--- src/ioc_pkg.sv ---
// Purpose: Shared constants for the interleave offset corrector
// Assumes: Byte-wide register port with 16-bit addresses
// Notes: Control codes select run, freeze or bypass per channel
package ioc_pkg;
   localparam logic [15:0] IOC_ADDR_PAGE0 = 16'h4001;
   localparam logic [15:0] IOC_ADDR_PAGE1 = 16'h4002;
   localparam logic [15:0] IOC_ADDR_PAGE_CH = 16'h4003;
   localparam logic [15:0] IOC_ADDR_PAGE_BLK = 16'h4004;
   localparam logic [15:0] IOC_ADDR_CTRL = 16'h6068;
   localparam logic [7:0] IOC_PAGE_BLK_CORR = 8'h61;
   localparam logic [7:0] IOC_PAGE_CH_A = 8'h00;
   localparam logic [7:0] IOC_PAGE_CH_B = 8'h01;
   localparam logic [7:0] IOC_CTRL_FREEZE = 8'hC2;
   localparam logic [7:0] IOC_CTRL_BYPASS = 8'h46;
   localparam logic [7:0] IOC_CTRL_RESET = 8'h00;
   localparam logic [7:0] IOC_REG_RESET = 8'h00;
   localparam int IOC_NUM_CORES = 4;
   localparam int IOC_CLK_PERIOD_NS = 10;
   localparam int IOC_MIN_EST_TIME_US = 400; // 0.4 ms
   localparam int IOC_MIN_EST_CYCLES = (IOC_MIN_EST_TIME_US * 1000 + IOC_CLK_PERIOD_NS - 1) / IOC_CLK_PERIOD_NS;
   typedef enum logic [1:0] {IOC_RUN, IOC_FREEZE, IOC_BYPASS} ioc_mode_t;
endpackage : ioc_pkg

--- src/ioc_cfg_if.sv ---
// Purpose: Carries mode from the register block to one channel corrector
// Assumes: Single clock domain
// Notes: Register side drives, corrector side listens
`timescale 1ns/100ps
interface ioc_cfg_if;
   import ioc_pkg::*;
   ioc_mode_t mode;
   modport regs (output mode);
   modport corr (input mode);
endinterface : ioc_cfg_if

--- src/ioc_corrector.sv ---
// Purpose: One channel offset estimator and canceller over four cores
// Assumes: Samples arrive round-robin over cores, slot index given
// Notes: Per-core mean by leaky integrator; subtracting it cancels nfs/4 tones
`timescale 1ns/100ps
module ioc_corrector
   import ioc_pkg::*;
#(
   parameter int DW = 14,
   parameter int SHIFT = 10
) (
   // Clock and reset
   input wire logic core_clk_i,
   input wire logic rst_n_i,
   // Mode
   ioc_cfg_if.corr cfg,
   // Sample stream
   input wire logic smp_valid_i,
   input wire logic [1:0] smp_core_i,
   input wire logic signed [DW-1:0] smp_data_i,
   output logic smp_valid_o,
   output logic signed [DW-1:0] smp_data_o
);
   localparam int AW = DW + SHIFT;
   logic signed [AW-1:0] acc_q [IOC_NUM_CORES];

   function automatic logic signed [DW-1:0] est_of(input logic signed [AW-1:0] a);
      est_of = DW'(a >>> SHIFT);
   endfunction : est_of

   ////////////////////////////////////////////////////////////////////////////
   // Estimate update: only while running; freeze holds, bypass holds too
   always_ff @(posedge core_clk_i or negedge rst_n_i) begin
      if (!rst_n_i) begin
         for (int i = 0; i < IOC_NUM_CORES; i++) begin
            acc_q[i] <= '0;
         end
      end else if (smp_valid_i && cfg.mode == IOC_RUN) begin
         // Tones at these bins are absorbed whatever their origin
         acc_q[smp_core_i] <= acc_q[smp_core_i] + AW'(smp_data_i) - AW'(est_of(acc_q[smp_core_i]));
      end
   end

   ////////////////////////////////////////////////////////////////////////////
   // Output: subtract per-core estimate unless bypassed
   always_ff @(posedge core_clk_i or negedge rst_n_i) begin
      if (!rst_n_i) begin
         smp_valid_o <= 1'b0;
         smp_data_o <= '0;
      end else begin
         smp_valid_o <= smp_valid_i;
         if (cfg.mode == IOC_BYPASS) begin
            smp_data_o <= smp_data_i;
         end else begin
            smp_data_o <= smp_data_i - est_of(acc_q[smp_core_i]);
         end
      end
   end
endmodule : ioc_corrector

--- src/ioc_top.sv ---
// Purpose: Two-channel interleave offset corrector with paged registers
// Assumes: Register port is a byte write/read strobe interface, synchronous
// Notes: Any control value other than freeze or bypass runs the corrector
//        A control write on a closed page, or with an unknown channel byte, is dropped
//        Freeze and bypass both hold the estimate, so a return to run resumes from it
//        Ready status only reports elapsed run time; it cannot stop an early freeze
//        Read data is registered and stands until the next read strobe
//        Page bytes and control bytes reset to zero, so the corrector page starts closed
`timescale 1ns/100ps
module ioc_top
   import ioc_pkg::*;
#(
   parameter int DW = 14,
   parameter int SHIFT = 10
) (
   // Clock and reset
   input wire logic core_clk_i,
   input wire logic rst_n_i,
   // Register port
   input wire logic reg_wr_i,
   input wire logic reg_rd_i,
   input wire logic [15:0] reg_addr_i,
   input wire logic [7:0] reg_wdata_i,
   output logic [7:0] reg_rdata_o,
   // Channel A samples
   input wire logic a_valid_i,
   input wire logic [1:0] a_core_i,
   input wire logic signed [DW-1:0] a_data_i,
   output logic a_valid_o,
   output logic signed [DW-1:0] a_data_o,
   // Channel B samples
   input wire logic b_valid_i,
   input wire logic [1:0] b_core_i,
   input wire logic signed [DW-1:0] b_data_i,
   output logic b_valid_o,
   output logic signed [DW-1:0] b_data_o,
   // Status
   output logic [1:0] est_ready_o
);
   // Page bytes, held until rewritten
   logic [7:0] page0_q, page1_q, page_ch_q, page_blk_q;
   // Control byte of each channel
   logic [7:0] ctrl_a_q, ctrl_b_q;
   // Page decode and steered control strobes
   logic corr_page_ok, sel_a, sel_b;
   logic wr_ctrl_a, wr_ctrl_b;
   // Run-time counters and the registered ready flags
   logic [31:0] run_cnt_a_q, run_cnt_b_q;
   logic [31:0] run_cnt_a_d, run_cnt_b_d;
   logic [1:0] est_ready_q;

   ioc_cfg_if cfg_a ();
   ioc_cfg_if cfg_b ();

   function automatic ioc_mode_t mode_of(input logic [7:0] v);
      case (v)
         IOC_CTRL_FREEZE: mode_of = IOC_FREEZE;
         IOC_CTRL_BYPASS: mode_of = IOC_BYPASS;
         default: mode_of = IOC_RUN;
      endcase
   endfunction : mode_of

   // Next run count: cleared outside run mode, saturating at the minimum estimation count
   function automatic logic [31:0] next_run(input ioc_mode_t m, input logic [31:0] c);
      if (m != IOC_RUN) begin
         next_run = '0;
      end else if (c < 32'(IOC_MIN_EST_CYCLES)) begin
         next_run = c + 32'h1;
      end else begin
         next_run = c;
      end
   endfunction : next_run

   // Control read-back follows the open page; a closed page or unknown channel reads zero
   function automatic logic [7:0] ctrl_view(input logic ok, input logic sa, input logic sb,
                                            input logic [7:0] ca, input logic [7:0] cb);
      if (!ok) begin
         ctrl_view = IOC_REG_RESET;
      end else if (sb) begin
         ctrl_view = cb;
      end else if (sa) begin
         ctrl_view = ca;
      end else begin
         ctrl_view = IOC_REG_RESET;
      end
   endfunction : ctrl_view

   ////////////////////////////////////////////////////////////////////////////
   // Page decode: the corrector page is open while both page bytes are zero and the block byte selects the corrector
   assign corr_page_ok = page0_q == IOC_REG_RESET && page1_q == IOC_REG_RESET &&
                         page_blk_q == IOC_PAGE_BLK_CORR;
   assign sel_b = page_ch_q == IOC_PAGE_CH_B;
   assign sel_a = page_ch_q == IOC_PAGE_CH_A;

   // Control strobes: any other channel byte drops the write, so no channel is hit by mistake
   assign wr_ctrl_a = reg_wr_i && reg_addr_i == IOC_ADDR_CTRL && corr_page_ok && sel_a;
   assign wr_ctrl_b = reg_wr_i && reg_addr_i == IOC_ADDR_CTRL && corr_page_ok && sel_b;

   // Page registers hold until rewritten
   always_ff @(posedge core_clk_i or negedge rst_n_i) begin
      if (!rst_n_i) begin
         page0_q <= IOC_REG_RESET;
         page1_q <= IOC_REG_RESET;
         page_ch_q <= IOC_REG_RESET;
         page_blk_q <= IOC_REG_RESET;
      end else if (reg_wr_i) begin
         case (reg_addr_i)
            IOC_ADDR_PAGE0: page0_q <= reg_wdata_i;
            IOC_ADDR_PAGE1: page1_q <= reg_wdata_i;
            IOC_ADDR_PAGE_CH: page_ch_q <= reg_wdata_i;
            IOC_ADDR_PAGE_BLK: page_blk_q <= reg_wdata_i;
            default: ;
         endcase
      end
   end

   ////////////////////////////////////////////////////////////////////////////
   // Control writes land in the channel of the current page only
   always_ff @(posedge core_clk_i or negedge rst_n_i) begin
      if (!rst_n_i) begin
         ctrl_a_q <= IOC_CTRL_RESET;
      end else if (wr_ctrl_a) begin
         ctrl_a_q <= reg_wdata_i;
      end
   end

   // Channel B control byte, same rules as channel A
   always_ff @(posedge core_clk_i or negedge rst_n_i) begin
      if (!rst_n_i) begin
         ctrl_b_q <= IOC_CTRL_RESET;
      end else if (wr_ctrl_b) begin
         ctrl_b_q <= reg_wdata_i;
      end
   end

   assign cfg_a.mode = mode_of(ctrl_a_q);
   assign cfg_b.mode = mode_of(ctrl_b_q);

   ////////////////////////////////////////////////////////////////////////////
   // Read-back: unmapped or off-page addresses read zero
   always_ff @(posedge core_clk_i or negedge rst_n_i) begin
      if (!rst_n_i) begin
         reg_rdata_o <= IOC_REG_RESET;
      end else if (reg_rd_i) begin
         case (reg_addr_i)
            IOC_ADDR_PAGE0: reg_rdata_o <= page0_q;
            IOC_ADDR_PAGE1: reg_rdata_o <= page1_q;
            IOC_ADDR_PAGE_CH: reg_rdata_o <= page_ch_q;
            IOC_ADDR_PAGE_BLK: reg_rdata_o <= page_blk_q;
            IOC_ADDR_CTRL: reg_rdata_o <= ctrl_view(corr_page_ok, sel_a, sel_b, ctrl_a_q, ctrl_b_q);
            default: reg_rdata_o <= IOC_REG_RESET;
         endcase
      end
   end

   ////////////////////////////////////////////////////////////////////////////
   // Run-time counters: flag when the minimum estimation time has elapsed.
   // Freezing earlier is the host's mistake; the flag only lets it check.
   assign run_cnt_a_d = next_run(cfg_a.mode, run_cnt_a_q);
   assign run_cnt_b_d = next_run(cfg_b.mode, run_cnt_b_q);

   // Channel A run time
   always_ff @(posedge core_clk_i or negedge rst_n_i) begin
      if (!rst_n_i) begin
         run_cnt_a_q <= '0;
      end else begin
         run_cnt_a_q <= run_cnt_a_d;
      end
   end

   // Channel B run time
   always_ff @(posedge core_clk_i or negedge rst_n_i) begin
      if (!rst_n_i) begin
         run_cnt_b_q <= '0;
      end else begin
         run_cnt_b_q <= run_cnt_b_d;
      end
   end

   // Ready flags come from the next count, so they track the counters edge for edge
   always_ff @(posedge core_clk_i or negedge rst_n_i) begin
      if (!rst_n_i) begin
         est_ready_q <= 2'h0;
      end else begin
         est_ready_q[0] <= run_cnt_a_d == 32'(IOC_MIN_EST_CYCLES);
         est_ready_q[1] <= run_cnt_b_d == 32'(IOC_MIN_EST_CYCLES);
      end
   end

   assign est_ready_o = est_ready_q;

   ////////////////////////////////////////////////////////////////////////////
   // One corrector per channel
   ioc_corrector #(.DW(DW), .SHIFT(SHIFT)) u_corr_a (
      .core_clk_i(core_clk_i),
      .rst_n_i(rst_n_i),
      .cfg(cfg_a.corr),
      .smp_valid_i(a_valid_i),
      .smp_core_i(a_core_i),
      .smp_data_i(a_data_i),
      .smp_valid_o(a_valid_o),
      .smp_data_o(a_data_o)
   );

   ioc_corrector #(.DW(DW), .SHIFT(SHIFT)) u_corr_b (
      .core_clk_i(core_clk_i),
      .rst_n_i(rst_n_i),
      .cfg(cfg_b.corr),
      .smp_valid_i(b_valid_i),
      .smp_core_i(b_core_i),
      .smp_data_i(b_data_i),
      .smp_valid_o(b_valid_o),
      .smp_data_o(b_data_o)
   );
endmodule : ioc_top

--- config.mk ---
export PLATFORM = sky130hd
export DESIGN_NAME = ioc_top
export DESIGN_NICKNAME = d
export VERILOG_FILES = /design/src/ioc_pkg.sv /design/src/ioc_cfg_if.sv /design/src/ioc_corrector.sv /design/src/ioc_top.sv
export SDC_FILE = /design/constraint.sdc
export NUM_CORES = 1
export LEC_CHECK = 0
export BUFFER_PORTS_ARGS = -buffer_cell sky130_fd_sc_hd__buf_2
export CAP_MARGIN = 20
export CORE_MARGIN = 2
export CORE_UTILIZATION = 65
export CTS_CLUSTER_SIZE = 40
export DETAILED_ROUTE_END_ITERATION = 10
export GPL_TIMING_DRIVEN = 1
export PLACE_DENSITY = 0.94
export SETUP_SLACK_MARGIN = 0.02
export SLEW_MARGIN = 5
export SYNTH_ARGS = -nofsm -noshare
export SYNTH_HDL_FRONTEND = slang
export SYNTH_SLANG_ARGS = --single-unit
--- constraint.sdc ---
create_clock -name core_clk_i -period 7.3 [get_ports core_clk_i]
set_input_delay 0.73 -clock core_clk_i [delete_from_list [all_inputs] [get_ports core_clk_i]]
set_output_delay 0.73 -clock core_clk_i [all_outputs]
set_load 0.02 [all_outputs]
== Word level (Yosys, flattened, before mapping) ==
Index checks and enable logic that the tools add are counted.

* Bits in registers: 344
* Latch bits: 0
* Bits in writable memories: 0
* Memory bits (read-only): 0
* Input bits: 62
* Output and inout port bits: 40
* Memories: 0

* Add/subtract/negate cells: 8
* $mul: 0
* Divide/modulo/power cells: 0
* Magnitude comparators: 6
* Equal/unequal tests: 15
* Shift-type cells: 0
* Multiplexer cells: 24
* Bitwise gates (word level): 2
* Reduce and logical (&&, ||, !) cells: 21

{| class="wikitable"
|+ Operators with widths
! kind !! number
|-
| $bwmux W96 || 2
|-
| $mux W24 || 6
|-
| $mux W32 || 4
|-
| $bmux W24 S2 || 2
|-
| $demux W24 S2 || 2
|-
| $eq A16 B15 Y1 const B || 5
|-
| $add A32 B1 Y32 const B || 2
|-
| $eq A32 B16 Y1 const B || 2
|-
| $lt A32 B16 Y1 const B || 2
|-
| $add A24 B14 Y24 || 2
|-
| $sub A24 B14 Y24 || 2
|-
| $pmux W8 S5 || 1
|-
| $mux W14 || 2
|-
| $sub A14 B14 Y14 || 2
|-
| $eq A8 B7 Y1 const B || 3
|-
| $logic_not A8 Y1 || 3
|-
| $mux W8 || 3
|-
| $eq A8 B8 Y1 const B || 2
|-
| $logic_and A1 B1 Y1 || 10
|-
| $eq A8 B1 Y1 const B || 1
|-
| $pmux W2 S2 || 2
|-
| $reduce_and A2 Y1 || 4
|-
| $ge A3 B3 Y1 const B || 2
|-
| $lt A3 B1 Y1 const B || 2
|-
| other kinds (4) || 8
|}

== Depth between registers and ports, before layout ==
* Depth after elaboration: 7
* Gate-level depth with buffers: 16
* Depth with buffers taken out: 14

== Cells and area by module ==
A second synthesis with hierarchy kept.

* Cell total of the unflattened synthesis: 2,126
* Area, all modules: 20,643.5 sq um

{| class="wikitable"
|+ By module, submodules not included
! module !! times used !! cells each !! area an instance (sq um) !! sequential area each (sq um)
|-
| ioc_corrector at u_corr_a || 1 || 818 || 7,526.0 || 2,777.7
|-
| ioc_corrector at u_corr_b || 1 || 790 || 7,319.5 || 2,777.7
|-
| ioc_top || 1 || 518 || 5,798.1 || 3,052.9
|}

== Worst setup path after synthesis ==
OpenSTA, ideal clock, no wires.

* Path type: input port to flip-flop
* From: input port a_core_i[0]
* To: register u_corr_a.acc_q[47] (netlist bit)
* Setup time: 125 ps
* Data arrival time: 4,969 ps
* Required time: 7,175 ps
* Setup slack: 2,206 ps
* Cell stages on the path: 14
* Path through: buf_1 buf_1 mux4_2 fa_1 inv_1 ha_1 a21oi_1 o22ai_1 o41ai_1 a21oi_1 a211oi_1 a21oi_1 xnor2_1 mux2_2

* Longest elaborated chain between the ends: 7

{| class="wikitable"
|+ Ends and longest elaborated chain
! what !! line !! text
|-
| start: declaration || ioc_top.sv:27 || <nowiki>input wire logic [1:0] a_core_i,</nowiki>
|-
| $not A2 Y3 (implied by the code) (*) || ioc_corrector.sv:39 || <nowiki>acc_q[smp_core_i] <= acc_q[smp_core_i] + AW'(smp_data_i) - AW'(est_of(acc_q[smp_core_i]));</nowiki>
|-
| $bmux W24 S2 || ioc_corrector.sv:39 ||
|-
| $mux W24 (implied by the code) (2 in a row) || ioc_corrector.sv:39 ||
|-
| $add A24 B14 Y24 || ioc_corrector.sv:39 ||
|-
| $sub A24 B14 Y24 || ioc_corrector.sv:39 ||
|-
| $bwmux W96 (*) || ioc_corrector.sv:39 ||
|-
| end signal: indexed assignment || ioc_corrector.sv:39 ||
|-
| end: declaration || ioc_corrector.sv:24 || <nowiki>logic signed [AW-1:0] acc_q [IOC_NUM_CORES];</nowiki>
|}

Every way passes the cells marked *; elsewhere a longest branch is shown, timed or not. The select of a mux whose other input is x is not followed.
A chain may end at the register's enable or synchronous reset.

== Final worst setup path ==
* From: input port a_core_i[0]
* To: register u_corr_a.acc_q[38] (netlist bit)

Same word-level chain as after synthesis.

==> flow_summary.ini <==
[floorplan]
io_pins = 102
dieArea_um2 = 31600
rows = 63
die_h_um = 178
die_w_um = 178
core_um2 = 29700
start_util_pct = 66.1

[setup_path]
crit_chain = buf_2 > mux4_2 > fa_1 > inv_1 > fa_1 > a211oi_1 > o21ai_0 > a41oi_1 > a211oi_1 > o31ai_1 > a21boi_0 > mux2_2
cp-start-kind = input pin
crit_buf_inv = 2
crit_path_top_delay_cell = buf_2
critical_path.top_delay_family = compound AO/OA/AOI/OAI gates
cp.required_ps = 7760
crit_arrival_ps = 5690
reg2reg_slack_ps = 2820
cp_max_fo = 29
endpoint_kind = flop
cpPeakStageDelay_ps = 750
crit_type = in2reg

[yosys]
yosysWarnings = 0
synth_enable_flop_cells = 0
synth-xor-area-share_pct = 3.75
synth_area_um2 = 19600
synth_top_family_by_area = multiplexers
synth_top_cells_by_area = dfrtp_1 (44%), mux2_2 (10%), mux4_2 (5.5%)
synth_compound_area_share_pct = 9.44
yosys.area.top_type = dfrtp_1
synth.top_cells.by_count = dfrtp_1 (344), mux2_2 (181), inv_1 (159)
ys.flop_type = dfrtp_1
synth_cells = 1772
synthAdderAreaFrac_pct = 9.87
synthSimpleGateAreaFrac_pct = 11.8
async_flop_share_pct = 100
synth_top_cell_area_share_pct = 43.8
synth_cell_types = 73
avgSynthCellArea_um2 = 11.1
synth_seq_cells = 344
yosysMostFrequentCell = dfrtp_1
seq_area_frac_synth_pct = 43.8
synth_mux_area_share_pct = 17.2
syn_nets = 1960

[worst_hold_path]
hold_path_class = in2async

[routing]
drt_first_pass_iters = 6
remaining_drc_errors = 0
routedLengthMet1_um = 18100
viasPerCell = 6.56
vias = 14977
ant_nets = 0
avgRoutedWirePerCell_um = 21.4
dr.first_iter.drc_count = 1480
routed-wl-met2_um = 24400
routed.top_layer = met4
routed_wl_um = 48800
dr_wl_met3_um = 3810

[timing]
max_freq_mhz = 191
final.period_utilization_pct = 71.7
tns_ps = 0
final_hold_viol_count = 0
period_needed_ps = 5230
rsz0062_at_grt = no
tightest_slew_ps = 1020
slew_viol_final = 0
setup_viol = 0
slew_headroom_pct = 32.1
skew_ps = 18.3

[cts]
clkSinkCount = 344
cts_setup_buffers = 0
cts_resized = 0
worstSkewPairLatency_ps = 530
cts_inserted_buffers = 36
clock_path_buffers = 3
root_buffer = clkbuf_16
cts_hold_buf = 0
h-tree-depth = 2
cts_tree = yes
clk_pin_slew_ps = 60

[placed_design]
gp_congestion = 0.978
io_buffers = 101
hpwl_um = 31100

[grt]
grt_max_degree = 99
grt_pass1_vias = 15784
antenna_found_initial = 0
grt.total_usage_pct = 31.5
grt_overflow = 0
grt_pass1_wl_um = 79200

[cells_and_area]
drive_gt1_share_pct = 22.8
finalNetCount = 2059
antenna_cells = 0
syn_to_final_growth_pct = 10.6
fin_util_pct = 73.1
num-fill-cells = 1761

[run_status]
outcome = finished, final reports clean

[flow_run]
maxCapViolCount = 0
placed cells by master (no fill, tap or decap), types with 21 or more instances in the layout:
cell	count
dfrtp_1	344
nor3_1	32
nor2_1	100
buf_2	101
o31ai_1	21
mux4_2	48
nand2_1	154
nor2b_1	28
and2_1	23
xnor2_1	46
xor2_1	38
fa_1	48
clkbuf_16	37
a21oi_1	78
mux2_2	181
ha_1	78
mux2i_1	25
a21o_1	21
o21ai_0	51
inv_1	159
layout make-up:
cell class / count / area (um^2) / share of cell area, %
clock inverter: 11 / 55.1 / 0.254
inverter: 159 / 597 / 2.75
multi-input combinational: 1211 / 10200 / 47.1
clock buffer: 50 / 1020 / 4.72
timing repair buffer: 119 / 712 / 3.28
tap: 390 / 488 / 2.25
sequential: 344 / 8610 / 39.6
sequential cells by signal (all words and copies together) (netlist names):
register and count:
u_corr_b.smp_valid_o 1, run_cnt_b_q 32, reg_rdata_o 8, u_corr_b.acc_q 96, ctrl_a_q 8, u_corr_a.smp_data_o 14, u_corr_a.smp_valid_o 1, u_corr_b.smp_data_o 14
page0_q 8, page1_q 8, run_cnt_a_q 32, page_ch_q 8, ctrl_b_q 8, est_ready_o 2, page_blk_q 8, u_corr_a.acc_q 96
layer usage:
layer	vias to the layer above	track usage [%]
met5	-	0
met4	0	15.9
met3	249	5.55
met2	860	53.7
met1	7428	38.8
li1	6440	-
final timing paths:
kind,start,to,depth (start not counted)
max,a_core_i[0],u_corr_a.acc_q[38],12
min,rst_n_i,u_corr_a.smp_data_o[7],1
min in group core_clk_i,b_valid_i,u_corr_b.smp_valid_o,1
min reg2reg,u_corr_b.acc_q[33],u_corr_b.acc_q[33],2
max reg2reg,u_corr_a.acc_q[35],u_corr_a.acc_q[38],11
max in group asynchronous,rst_n_i,run_cnt_a_q[25],3
through the flow:
stage | setup slack [ps] | hold WS [ps] | cell area, um^2 | instances
finish | 2070 | 227 | 21700 | 2284
global route | 1800 | 289 | 21700 | 2284
CTS | 2170 | 256 | 21600 | 2280
detailed placement | 1720 | 457 | 20500 | 2219
global placement | 1910 | 452 | 20500 | 2218
floorplan | 2210 | 434 | 19600 | 1772
kinds of logic (layout without fill, tap and decap cells):
logic type,Yosys count,after routing
buf+inv,217,339
xor+xnor,84,84
simple gates,466,466
fa+ha+maj,126,126
compound gates,281,281
flops,344,344
mux,254,254
Power is left out: the tool's default activity adds up to more than one toggle a clock period on the data nets, which glitch-free logic cannot reach.
